--- src/hw/bms_pkg.sv ---
package bms_pkg;

  // ---------------------------------------------------------------------------
  // Widths.
  // ---------------------------------------------------------------------------
  localparam int ADDR_W = 16;
  localparam int DATA_W = 8;
  localparam int CNT_W = 16;

  // ---------------------------------------------------------------------------
  // Timing in CPU states.
  // ---------------------------------------------------------------------------
  localparam logic [4:0] SETUP_STATES = 5'h08;
  localparam logic [2:0] STATES_PER_BYTE = 3'h4;
  localparam logic [2:0] READ_STATES = 3'h2;
  localparam logic [15:0] ONE16 = 16'h0001;
  localparam logic [15:0] ZERO16 = 16'h0000;

  // ---------------------------------------------------------------------------
  // Flag operation selects and bit positions.
  // ---------------------------------------------------------------------------
  localparam int HALF_BIT_WORD = 11;
  localparam int HALF_BIT_LONG = 27;

  typedef enum logic [2:0] {
    BMS_FOP_NONE = 3'b000,
    BMS_FOP_ADDW = 3'b001,
    BMS_FOP_SUBW = 3'b010,
    BMS_FOP_ADDL = 3'b011,
    BMS_FOP_SUBL = 3'b100,
    BMS_FOP_DIVS = 3'b101,
    BMS_FOP_DIVU = 3'b110,
    BMS_FOP_ADJ = 3'b111
  } bms_fop_t;

  typedef enum logic [2:0] {
    BMS_IDLE = 3'b000,
    BMS_SETUP = 3'b001,
    BMS_READ = 3'b010,
    BMS_WRITE = 3'b011,
    BMS_STEP = 3'b100,
    BMS_DONE = 3'b101
  } bms_state_t;

endpackage : bms_pkg

--- src/hw/bms_flag_if.sv ---
`timescale 1ns/100ps
// Operand bundle from the sequencer to the flag unit.
interface bms_flag_if;
  import bms_pkg::*;
  bms_fop_t op;
  logic [31:0] a;
  logic [31:0] b;
  logic [31:0] res;
  logic res_zero_flag_en;
  logic adj_carry;
  logic half;
  logic zero_in;
  logic zero;
  logic carry_in;
  logic carry;
  logic neg_div;
  logic zero_div;
  logic neg_quot;
  modport src (output op, a, b, res, res_zero_flag_en, adj_carry, zero_in, carry_in,
    input half, zero, carry, neg_div, zero_div, neg_quot);
  modport unit (input op, a, b, res, res_zero_flag_en, adj_carry, zero_in, carry_in,
    output half, zero, carry, neg_div, zero_div, neg_quot);
endinterface : bms_flag_if

--- src/hw/bms_sequencer.sv ---
`timescale 1ns/100ps
module bms_sequencer
(
  input wire logic clk,
  input wire logic reset_n,
  input wire logic start,
  input wire logic word_mode,
  input wire logic [bms_pkg::CNT_W-1:0] count_word_in,
  input wire logic [bms_pkg::ADDR_W-1:0] source_pointer_in,
  input wire logic [bms_pkg::ADDR_W-1:0] destination_pointer_in,
  input wire logic mem_slow_wait,
  input wire logic [bms_pkg::DATA_W-1:0] mem_rdata,
  output logic mem_rd,
  output logic mem_wr,
  output logic [bms_pkg::ADDR_W-1:0] mem_addr,
  output logic [bms_pkg::DATA_W-1:0] mem_wdata,
  output logic busy,
  output logic done,
  output logic [bms_pkg::CNT_W-1:0] count_word,
  output logic [bms_pkg::ADDR_W-1:0] source_pointer,
  output logic [bms_pkg::ADDR_W-1:0] destination_pointer,
  input wire bms_pkg::bms_fop_t flag_op,
  input wire logic flag_strobe,
  input wire logic [31:0] flag_a,
  input wire logic [31:0] flag_b,
  input wire logic [31:0] flag_res,
  input wire logic flag_zero_note,
  input wire logic flag_adj_carry,
  output logic flag_half,
  output logic flag_zero,
  output logic flag_carry,
  output logic flag_neg_div,
  output logic flag_zero_div,
  output logic flag_neg_quot
);
  import bms_pkg::*;

  // ---------------------------------------------------------------------------
  // State.
  // ---------------------------------------------------------------------------
  bms_state_t state_q, state_d;
  logic [4:0] tick_q, tick_d;
  logic word_q, word_d;
  logic [CNT_W-1:0] cnt_q, cnt_d;
  logic [ADDR_W-1:0] src_q, src_d;
  logic [ADDR_W-1:0] dst_q, dst_d;
  logic [DATA_W-1:0] data_q, data_d;
  logic rd_q, rd_d;
  logic wr_q, wr_d;
  logic [ADDR_W-1:0] addr_q, addr_d;
  logic done_q, done_d;
  logic busy_q, busy_d;
  logic cnt_zero;

  // The active counter is the low byte or the full word.
  function automatic logic count_is_zero(input logic w, input logic [CNT_W-1:0] c);
    count_is_zero = w ? (c == ZERO16) : (c[7:0] == 8'h00);
  endfunction : count_is_zero

  assign cnt_zero = count_is_zero(word_q, cnt_q);

  // Next-state logic of the move sequencer.
  always_comb
  begin
    state_d = state_q;
    tick_d = tick_q;
    word_d = word_q;
    cnt_d = cnt_q;
    src_d = src_q;
    dst_d = dst_q;
    data_d = data_q;
    rd_d = 1'b0;
    wr_d = 1'b0;
    addr_d = addr_q;
    done_d = 1'b0;
    unique case (state_q)
      BMS_IDLE:
      begin
        if (start)
        begin
          state_d = BMS_SETUP;
          tick_d = SETUP_STATES - 5'h02;
          word_d = word_mode;
          cnt_d = count_word_in;
          src_d = source_pointer_in;
          dst_d = destination_pointer_in;
        end
      end
      BMS_SETUP:
      begin
        if (tick_q != 5'h00)
        begin
          tick_d = tick_q - 5'h01;
        end
        else if (cnt_zero)
        begin
          state_d = BMS_DONE;
        end
        else
        begin
          state_d = BMS_READ;
          rd_d = 1'b1;
          addr_d = src_q;
          tick_d = {2'b00, READ_STATES} - 5'h01;
        end
      end
      BMS_READ:
      begin
        if (mem_slow_wait)
        begin
          rd_d = 1'b1;
        end
        else if (tick_q != 5'h00)
        begin
          rd_d = 1'b1;
          tick_d = tick_q - 5'h01;
        end
        else
        begin
          state_d = BMS_WRITE;
          data_d = mem_rdata;
          wr_d = 1'b1;
          addr_d = dst_q;
        end
      end
      BMS_WRITE:
      begin
        if (mem_slow_wait)
        begin
          wr_d = wr_q;
        end
        else
        begin
          state_d = BMS_STEP;
        end
      end
      BMS_STEP:
      begin
        src_d = src_q + ONE16;
        dst_d = dst_q + ONE16;
        cnt_d = word_q ? (cnt_q - ONE16) : {cnt_q[15:8], cnt_q[7:0] - 8'h01};
        if (count_is_zero(word_q, cnt_d))
        begin
          state_d = BMS_DONE;
        end
        else
        begin
          state_d = BMS_READ;
          rd_d = 1'b1;
          addr_d = src_d;
          tick_d = {2'b00, READ_STATES} - 5'h01;
        end
      end
      BMS_DONE:
      begin
        done_d = 1'b1;
        state_d = BMS_IDLE;
      end
      default:
      begin
        state_d = BMS_IDLE;
      end
    endcase
    // Busy is registered from the next state so that it leaves a flip-flop.
    busy_d = (state_d != BMS_IDLE);
  end

  // Registers of the move sequencer.
  always_ff @(posedge clk or negedge reset_n)
  begin
    if (!reset_n)
    begin
      state_q <= BMS_IDLE;
      tick_q <= 5'h00;
      word_q <= 1'b0;
      cnt_q <= ZERO16;
      src_q <= ZERO16;
      dst_q <= ZERO16;
      data_q <= 8'h00;
      rd_q <= 1'b0;
      wr_q <= 1'b0;
      addr_q <= ZERO16;
      done_q <= 1'b0;
      busy_q <= 1'b0;
    end
    else
    begin
      state_q <= state_d;
      tick_q <= tick_d;
      word_q <= word_d;
      cnt_q <= cnt_d;
      src_q <= src_d;
      dst_q <= dst_d;
      data_q <= data_d;
      rd_q <= rd_d;
      wr_q <= wr_d;
      addr_q <= addr_d;
      done_q <= done_d;
      busy_q <= busy_d;
    end
  end

  assign mem_rd = rd_q;
  assign mem_wr = wr_q;
  assign mem_addr = addr_q;
  assign mem_wdata = data_q;
  assign busy = busy_q;
  assign done = done_q;
  assign count_word = cnt_q;
  assign source_pointer = src_q;
  assign destination_pointer = dst_q;

  // ---------------------------------------------------------------------------
  // Condition-code flags.
  // ---------------------------------------------------------------------------
  bms_flag_if fif ();
  logic half_q, half_d, zero_q, zero_d, carry_q, carry_d;
  logic ndiv_q, ndiv_d, zdiv_q, zdiv_d, nquo_q, nquo_d;

  assign fif.op = flag_op;
  assign fif.a = flag_a;
  assign fif.b = flag_b;
  assign fif.res = flag_res;
  assign fif.res_zero_flag_en = flag_zero_note;
  assign fif.adj_carry = flag_adj_carry;
  assign fif.zero_in = zero_q;
  assign fif.carry_in = carry_q;

  bms_flag_unit u_flag
  (
    .f(fif.unit)
  );

  // Flags update only on a strobed operation.
  always_comb
  begin
    half_d = half_q;
    zero_d = zero_q;
    carry_d = carry_q;
    ndiv_d = ndiv_q;
    zdiv_d = zdiv_q;
    nquo_d = nquo_q;
    if (flag_strobe)
    begin
      if (flag_op inside {BMS_FOP_ADDW, BMS_FOP_SUBW, BMS_FOP_ADDL, BMS_FOP_SUBL})
      begin
        half_d = fif.half;
      end
      zero_d = fif.zero;
      carry_d = fif.carry;
      if (flag_op == BMS_FOP_DIVS || flag_op == BMS_FOP_DIVU)
      begin
        ndiv_d = fif.neg_div;
        zdiv_d = fif.zero_div;
        nquo_d = fif.neg_quot;
      end
    end
  end

  // Flag registers.
  always_ff @(posedge clk or negedge reset_n)
  begin
    if (!reset_n)
    begin
      half_q <= 1'b0;
      zero_q <= 1'b0;
      carry_q <= 1'b0;
      ndiv_q <= 1'b0;
      zdiv_q <= 1'b0;
      nquo_q <= 1'b0;
    end
    else
    begin
      half_q <= half_d;
      zero_q <= zero_d;
      carry_q <= carry_d;
      ndiv_q <= ndiv_d;
      zdiv_q <= zdiv_d;
      nquo_q <= nquo_d;
    end
  end

  assign flag_half = half_q;
  assign flag_zero = zero_q;
  assign flag_carry = carry_q;
  assign flag_neg_div = ndiv_q;
  assign flag_zero_div = zdiv_q;
  assign flag_neg_quot = nquo_q;

  // ---------------------------------------------------------------------------
  // Assertions.
  // ---------------------------------------------------------------------------
  property p_zero_skip;
    @(posedge clk) disable iff (!reset_n)
    (state_q == BMS_SETUP && tick_q == 5'h00 && cnt_zero) |=> (state_q == BMS_DONE && !mem_rd);
  endproperty
  a_zero_skip: assert property (p_zero_skip) else $error("Zero count started a transfer.");

  property p_read_then_write;
    @(posedge clk) disable iff (!reset_n)
    $rose(mem_rd) && !mem_slow_wait ##1 !mem_slow_wait |-> ##1 mem_wr;
  endproperty
  a_read_then_write: assert property (p_read_then_write) else $error("Write did not follow read.");

  property p_step;
    @(posedge clk) disable iff (!reset_n)
    (state_q == BMS_STEP) |=> (src_q == $past(src_q) + ONE16 && dst_q == $past(dst_q) + ONE16);
  endproperty
  a_step: assert property (p_step) else $error("Pointers did not advance by one.");

  property p_setup_len;
    @(posedge clk) disable iff (!reset_n)
    (state_q == BMS_IDLE && start) |-> ##7 (state_q == BMS_SETUP) ##1 (state_q != BMS_SETUP);
  endproperty
  a_setup_len: assert property (p_setup_len) else $error("Setup did not take eight states.");

  property p_stall;
    @(posedge clk) disable iff (!reset_n)
    (mem_wr && mem_slow_wait) |=> mem_wr;
  endproperty
  a_stall: assert property (p_stall) else $error("Write dropped during stall.");

  property p_word_stop;
    @(posedge clk) disable iff (!reset_n)
    (state_q == BMS_STEP && word_q && cnt_q == ONE16) |=> (state_q == BMS_DONE && cnt_q == ZERO16);
  endproperty
  a_word_stop: assert property (p_word_stop) else $error("Word count did not end at zero.");

  property p_zdiv;
    @(posedge clk) disable iff (!reset_n)
    (flag_strobe && flag_op == BMS_FOP_DIVU && flag_b[15:0] == ZERO16) |=> flag_zero_div;
  endproperty
  a_zdiv: assert property (p_zdiv) else $error("Zero divisor flag not set.");

  property p_adj;
    @(posedge clk) disable iff (!reset_n)
    (flag_strobe && flag_op == BMS_FOP_ADJ && !flag_adj_carry) |=> (flag_carry == $past(flag_carry));
  endproperty
  a_adj: assert property (p_adj) else $error("Adjust carry not kept.");

  property p_zero_note;
    @(posedge clk) disable iff (!reset_n)
    (flag_strobe && flag_zero_note) |=> (flag_zero == ($past(flag_res) == 32'h0000_0000 && $past(flag_zero)));
  endproperty
  a_zero_note: assert property (p_zero_note) else $error("Noted zero flag not kept or cleared.");

endmodule : bms_sequencer

--- src/hw/bms_flag_unit.sv ---
`timescale 1ns/100ps
// Condition-code side rules applied to a finished operation.
module bms_flag_unit
(
  bms_flag_if.unit f
);
  import bms_pkg::*;

  // ---------------------------------------------------------------------------
  // Flag computation.
  // ---------------------------------------------------------------------------

  // Carry into a bit is a xor b xor result; the carry out of bit k is the carry into k+1.
  function automatic logic carry_out(input logic [31:0] a, input logic [31:0] b,
    input logic [31:0] r, input int k);
    logic [31:0] x;
    x = a ^ b ^ r;
    carry_out = x[k + 1];
  endfunction : carry_out

  // Combinational flag rules.
  always_comb
  begin
    f.half = 1'b0;
    if (f.op == BMS_FOP_ADDW || f.op == BMS_FOP_SUBW)
    begin
      f.half = carry_out(f.a, f.b, f.res, HALF_BIT_WORD);
    end
    if (f.op == BMS_FOP_ADDL || f.op == BMS_FOP_SUBL)
    begin
      f.half = carry_out(f.a, f.b, f.res, HALF_BIT_LONG);
    end
    // sticky zero
    // Without the note the zero flag simply follows the result.
    f.zero = f.res_zero_flag_en ? ((f.res == 32'h0000_0000) ? f.zero_in : 1'b0) : (f.res == 32'h0000_0000);
    f.carry = (f.op == BMS_FOP_ADJ && f.adj_carry) ? 1'b1 : f.carry_in;
    f.neg_div = (f.op == BMS_FOP_DIVS) && f.b[15];
    f.zero_div = (f.op == BMS_FOP_DIVS || f.op == BMS_FOP_DIVU) && (f.b[15:0] == ZERO16);
    f.neg_quot = (f.op == BMS_FOP_DIVS || f.op == BMS_FOP_DIVU) && f.res[15];
  end

endmodule : bms_flag_unit

--- config.mk ---
export PLATFORM = sky130hd
export DESIGN_NAME = bms_sequencer
export DESIGN_NICKNAME = d
export VERILOG_FILES = /design/src/hw/bms_pkg.sv /design/src/hw/bms_flag_if.sv /design/src/hw/bms_sequencer.sv /design/src/hw/bms_flag_unit.sv
export SDC_FILE = /design/constraint.sdc
export NUM_CORES = 1
export LEC_CHECK = 0
export ABC_AREA = 1
export BUFFER_PORTS_ARGS = -buffer_cell sky130_fd_sc_hd__buf_2
export CORE_ASPECT_RATIO = 0.8
export CORE_MARGIN = 3
export CORE_UTILIZATION = 52
export DETAILED_ROUTE_END_ITERATION = 12
export GPL_ROUTABILITY_DRIVEN = 0
export HOLD_SLACK_MARGIN = 0.1
export PLACE_DENSITY = 0.95
export REMOVE_ABC_BUFFERS = 1
export SLEW_MARGIN = 20
export SYNTH_ARGS = -nofsm -noshare
export SYNTH_HDL_FRONTEND = slang
export SYNTH_SLANG_ARGS = --single-unit
export TNS_END_PERCENT = 50
--- constraint.sdc ---
create_clock -name clk -period 5.4 [get_ports clk]
set_input_delay 0.81 -clock clk [delete_from_list [all_inputs] [get_ports clk]]
set_output_delay 0.81 -clock clk [all_outputs]
set_load 0.03 [all_outputs]
Yosys cells after proc, flatten, opt, wreduce, memory -nomap -nowiden
Cells that the tools add are included.
Cells by class
  add/subtract/negate cells: 5
  multiply operators: 0
  div/mod/pow operators: 0
  magnitude comparators: 0
  equality and inequality tests: 22
  shift operators: 0
  multiplexer cells: 45
  bitwise operators: 4
  reduce and logical (&&, ||, !) cells: 29
Operators by type and width (count)
  16-bit two-way mux: 9
  16-bit case mux with 2 select lines: 3
  29-bit XOR: 2
  16-bit zero test: 3
  16-bit case mux with 3 select lines: 1
  16-bit by 1-bit adder with 16-bit output, second input constant: 2
  32-bit zero test: 1
  5-bit two-way mux: 6
  3-bit two-way mux: 7
  5-bit case mux with 4 select lines: 1
  3-bit == test, second input constant: 6
  2-bit inequality test, second input constant: 9
  8-bit zero test: 2
  16-bit by 1-bit subtractor with 16-bit output, second input constant: 1
  1-bit two-way mux: 15
  3-bit case mux with 5 select lines: 1
  3-bit by 2-bit == test with 1-bit output, second input constant: 4
  2-bit AND reduction: 6
  6-bit AND reduction: 2
  4-bit nonzero test: 2
  8-bit by 1-bit subtractor with 8-bit output, second input constant: 1
  3-bit by 1-bit == test with 1-bit output, second input constant: 2
  3-bit nonzero test: 2
  5-bit nonzero test: 1
  10 further kinds: 16
Storage, ports and cells
  bits in registers: 91
  bits in latches: 0
  memory bits (writable): 0
  memory bits (read-only): 0
  word-level logic and storage cells: 123
  memories: 0

Depth between registers and ports, before layout
  depth after elaboration: 7
  mapped depth: 16

Hierarchy
From an unflattened synthesis, not the netlist that was laid out.
Unflattened totals
  cells, all modules: 777
  area total of the unflattened synthesis: 5574.1 um^2
Modules (own cells, without submodules)
  bms_sequencer: instances 1, cells each 697, area each 5246.3 um^2
  bms_flag_unit: instances 1, cells each 80, area each 327.8 um^2

Worst setup path before layout
OpenSTA, ideal clock, no wires.
  kind: register -> register
  from: register cnt_q[0], in the netlist count_word[0]
  to: register addr_q[5], in the netlist mem_addr[5]
  library setup time: 0.128 ns
  arrival: 2.113 ns
  data required time: 5.272 ns
  path slack: 3.159 ns
  stages on the path, launching flop included: 15
  clock period less this slack: 2.241 ns
  cell sequence: dfrtp_1 inv_1 ha_1 nand2_1 nor2_4 nand2_1 xor2_1 nand2_1 nor2_1 nand2_1 nand2_2 nand3_4 nand2_4 buf_8 o21ai_1
Between the ends
  cells in the longest elaborated chain, start to end: 6
  elaborated cells on any way between the ends: 12
  those cells by class: add/sub: 2; eq/ne: 2; mux: 3; reduce/logical: 5
RTL lines
  start, declared: line bms_sequencer.sv:44  | logic [CNT_W-1:0] cnt_q, cnt_d;
  start signal, assigned: line bms_sequencer.sv:191  | cnt_q <= cnt_d;
  16-bit by 1-bit subtractor with 16-bit output or 8-bit by 1-bit subtractor with 8-bit output (tied branches): line bms_sequencer.sv:141  | cnt_d = word_q ? (cnt_q - ONE16) : {cnt_q[15:8], cnt_q[7:0] - 8'h01};
  16-bit two-way mux: line bms_sequencer.sv:141
  16-bit zero test or 8-bit zero test (tied branches): line bms_sequencer.sv:57  | count_is_zero = w ? (c == ZERO16) : (c[7:0] == 8'h00);
  1-bit two-way mux: line bms_sequencer.sv:57
  2-bit inequality test (no line)
  6-bit AND reduction (no line) (*)
  end signal, assigned: line bms_sequencer.sv:197  | addr_q <= addr_d;
  end, declared: line bms_sequencer.sv:50  | logic [ADDR_W-1:0] addr_q, addr_d;
Every way passes the cells marked *; elsewhere a longest branch is shown, timed or not.
A chain may end at the register's enable or synchronous reset.

Worst setup path in the final report
  from: register state_q[0]
  to: register addr_q[1], in the netlist mem_addr[1]
Between the ends
  cells in the longest elaborated chain, start to end: 3
  elaborated cells on any way between the ends: 11
  those cells by class: eq/ne: 8; mux: 1; reduce/logical: 2
RTL lines
  start, declared: line bms_sequencer.sv:41  | bms_state_t state_q, state_d;
  start signal, assigned: line bms_sequencer.sv:188  | state_q <= state_d;
  3-bit by 1-bit == test with 1-bit output, or another cell as far along: line bms_sequencer.sv:76  | unique case (state_q)
  2-bit inequality test (no line) or 3-bit nonzero test (tied branches)
  6-bit AND reduction (no line)
Parallel ways exist; a longest one is shown, timed or not.

==> metrics <==
run status complete, no violations; buffers inserted by post-CTS timing repair 0; Data required, critical path 5.66 ns; max-cap violations 0; number of warnings reported in the yosys synthesis log 0; Critical Path AT 3.39 ns; Core Region 0.00989 mm^2; share of final-layout standard cells stronger than drive strength 1 29.3%; number of global-route vias before repair 5,598; final routed wirelength across all metal layers 16,800 um; number of fill cells in the layout approximately 830; Fmax 320 MHz; Max clock buf depth 2; count of TritonRoute iterations in the first routing pass 5; clock-pin transition on the worst setup and hold timing paths around 0.060 ns; worst skew pair latency 0.34 ns; initial antenna violation count 2; dpl hpwl 12,500 um; diode count 0; highest net fanout along the worst path 27; wire length per cell 16.4 um; share of the clock period used by the worst path after layout slightly below 60%; total number of placement rows 32; horizontal extent of the die about 120 um; clock skew after layout 0.00471 ns; count of clock tree sinks around 90; Reg2Reg Setup Slack 2.27 ns; top flip-flop cell by instance count after synthesis dfrtp_1; unrepaired setup endpoints after global routing false; Pwr Density 638 mW/mm^2; leakage power 3.43 nW; CTS Hold Buffers Added 0; IO Port Bufs 199; total of flip-flops plus latches after synthesis 91; count of boundary I/O pins 245; area added between synthesis and finish 25.6%; initial core utilization a little over half; final slew viol count 0; wire length of the first global-routing pass 27,300 um; pin count of the biggest net entering global routing 75; post-synthesis sequential area ratio 42.1%; library cell with the largest summed area after synthesis dfrtp_1; Num CTS Buffers 9; combined flip-flop and latch cell area 0.00228 mm^2; total global-route track usage 28.7%; number of unique standard cell types used by synthesis 44; Hold WC Path Type primary input to async pin; number of nets at the end of the flow 1,057; netlist area before placement 0.00541 mm^2; critical path launch point type flip-flop; most frequent cells in the layout 198 x buf_2, 144 x nand2_1, 91 x dfrtp_1, 72 x inv_1; dominant cells by area after synthesis dfrtp_1 42%, nand2_1 10%, o21ai_0 5.5%; Fin Hold WS 0.323 ns; final number of hold-violating endpoints 0; DRT antenna net count 0; startpoint-to-endpoint class of the critical path flip-flop to flip-flop; clock root buffer master clkbuf_16; mean number of vias per cell 5.66; min cycle time layout 3.13 ns; EDFF count, synth 0; Reg2Reg Depth 10; most common library cell in the layout ignoring fill and taps buf_2; H-tree levels 3; TritonCTS clock tree built; Iter 0 DRT Violations 594; R2R Path End mem_addr[1]; combined area of the multi-input logic cells 0.00274 mm^2; average size of a mapped cell between 7 and 8 um^2; post-route setup TNS 0 ns; peak ir drop on the vdd network 0.000365 V; DRC violation count after routing 0; leftover overflow at the end of global routing 0; instance count of the mapped netlist around 700; share of the synthesized area in the top cell type 42.1%; worst flop-to-flop path startpoint state_q[0]; Resized cells post-CTS 0; Die Outline Area 0.0117 mm^2; Setup Viol. Count Final 0; die height approximately 97 um; headroom to the max-slew limit 38.1%; endpoint kind of the worst setup timing path flip-flop; total number of vias 5,829; worst-margin pin slew 0.929 ns; post-synthesis async set-or-reset flop share 100%
-- cells in the mapped netlist (6+ instances only) --
cell type	n
nand2_2	7
nand4_1	18
o21ai_2	10
nand3_1	42
inv_1	72
a22oi_1	14
clkbuf_1	17
nand2_1	144
o211ai_1	10
o22ai_1	11
xor2_1	12
nor3_1	12
mux2_2	8
a21oi_1	33
nor4_1	14
dfrtp_1	91
o21ai_0	60
nor2_1	61
inv_2	6
-- where the power goes --
group          leakage, nW  switching, mW  internal (mW)  total (mW)
Combinational         2.18           1.65          0.728        2.38
Sequential            1.10          0.328          0.990        1.32
Clock                0.146          0.253          0.381       0.635
Total                 3.43           2.24           2.10        4.34
-- per-stage QoR --
stage                     std cells  util (%)  total power [mW]  instance area [um^2]  setup WS [ns]
after detailed placement       1014      65.8              3.67                  6500           2.37
final                          1029      68.8              4.34                  6800           2.27
after CTS                      1029      68.8              4.32                  6800           2.36
after global placement         1014      65.8              3.58                  6500           2.45
after floorplan                 675         -              2.94                  5300           2.39
after global routing           1029      68.8              4.64                  6800           2.14
-- critical path, cell delays in order, from the launching register on --
cell      delay, ns
dfrtp_1        0.41
nor2_1         0.09
nand2_1        0.40
inv_2          0.24
nor2_1         0.70
inv_2          0.25
nor2_2         0.25
a211oi_4       0.12
nand2_4        0.35
nand2_1        0.13
o21ai_2        0.08
-- state kept, by name (all words and copies together), names as in the netlist --
name,count
flag_neg_div,1
state_q,3
flag_zero_div,1
flag_zero,1
source_pointer,16
done,1
mem_rd,1
tick_q,5
mem_wdata,8
flag_half,1
busy,1
flag_neg_quot,1
mem_wr,1
word_q,1
flag_carry,1
destination_pointer,16
mem_addr,16
count_word,16
-- routing by layer --
| metal | wire length, um | GRT usage [%] | part of all wire (%) |
|---|---|---|---|
| met2 | 7840 | 45.6 | 47 |
| met3 | 1710 | 7.10 | 10 |
| met4 | 344 | 8.10 | 2.0 |
| met5 | 23 | 0 | 0.14 |
| met1 | 6920 | 39.2 | 41 |
-- worst max-delay path by stage --
stage	start	to	depth (start not counted)
after floorplan	start	count_word[15]	6
after global placement	state_q[2]	mem_addr[2]	10
after detailed placement	state_q[1]	mem_addr[1]	10
after CTS	state_q[2]	mem_addr[1]	10
after global routing	state_q[1]	mem_addr[0]	10
final	state_q[0]	mem_addr[1]	10
-- cell type report --
| type | count | share of cell area, % |
|---|---|---|
| Multi-Input combinational cell | 506 | 40.2 |
| Sequential cell | 91 | 33.5 |
| Timing Repair Buffer | 203 | 15.1 |
| Inverter | 78 | 4.31 |
| Clock buffer | 13 | 3.83 |
| Tap cell | 136 | 2.50 |
| Clock inverter | 2 | 0.515 |
-- cells by family (layout without fill, tap and decap cells) --
kind of cell    after synthesis  in the layout  synth area share (%)
buf+inv                     100            296                  7.44
simple gates                312            312                  26.1
compound gates              163            163                  18.7
flops                        91             91                  42.1
mux                           9              9                  1.85
fa+ha+maj                     5              5                  1.16
xor+xnor                     17             17                  2.75
Power figures use the tool's default switching activity.
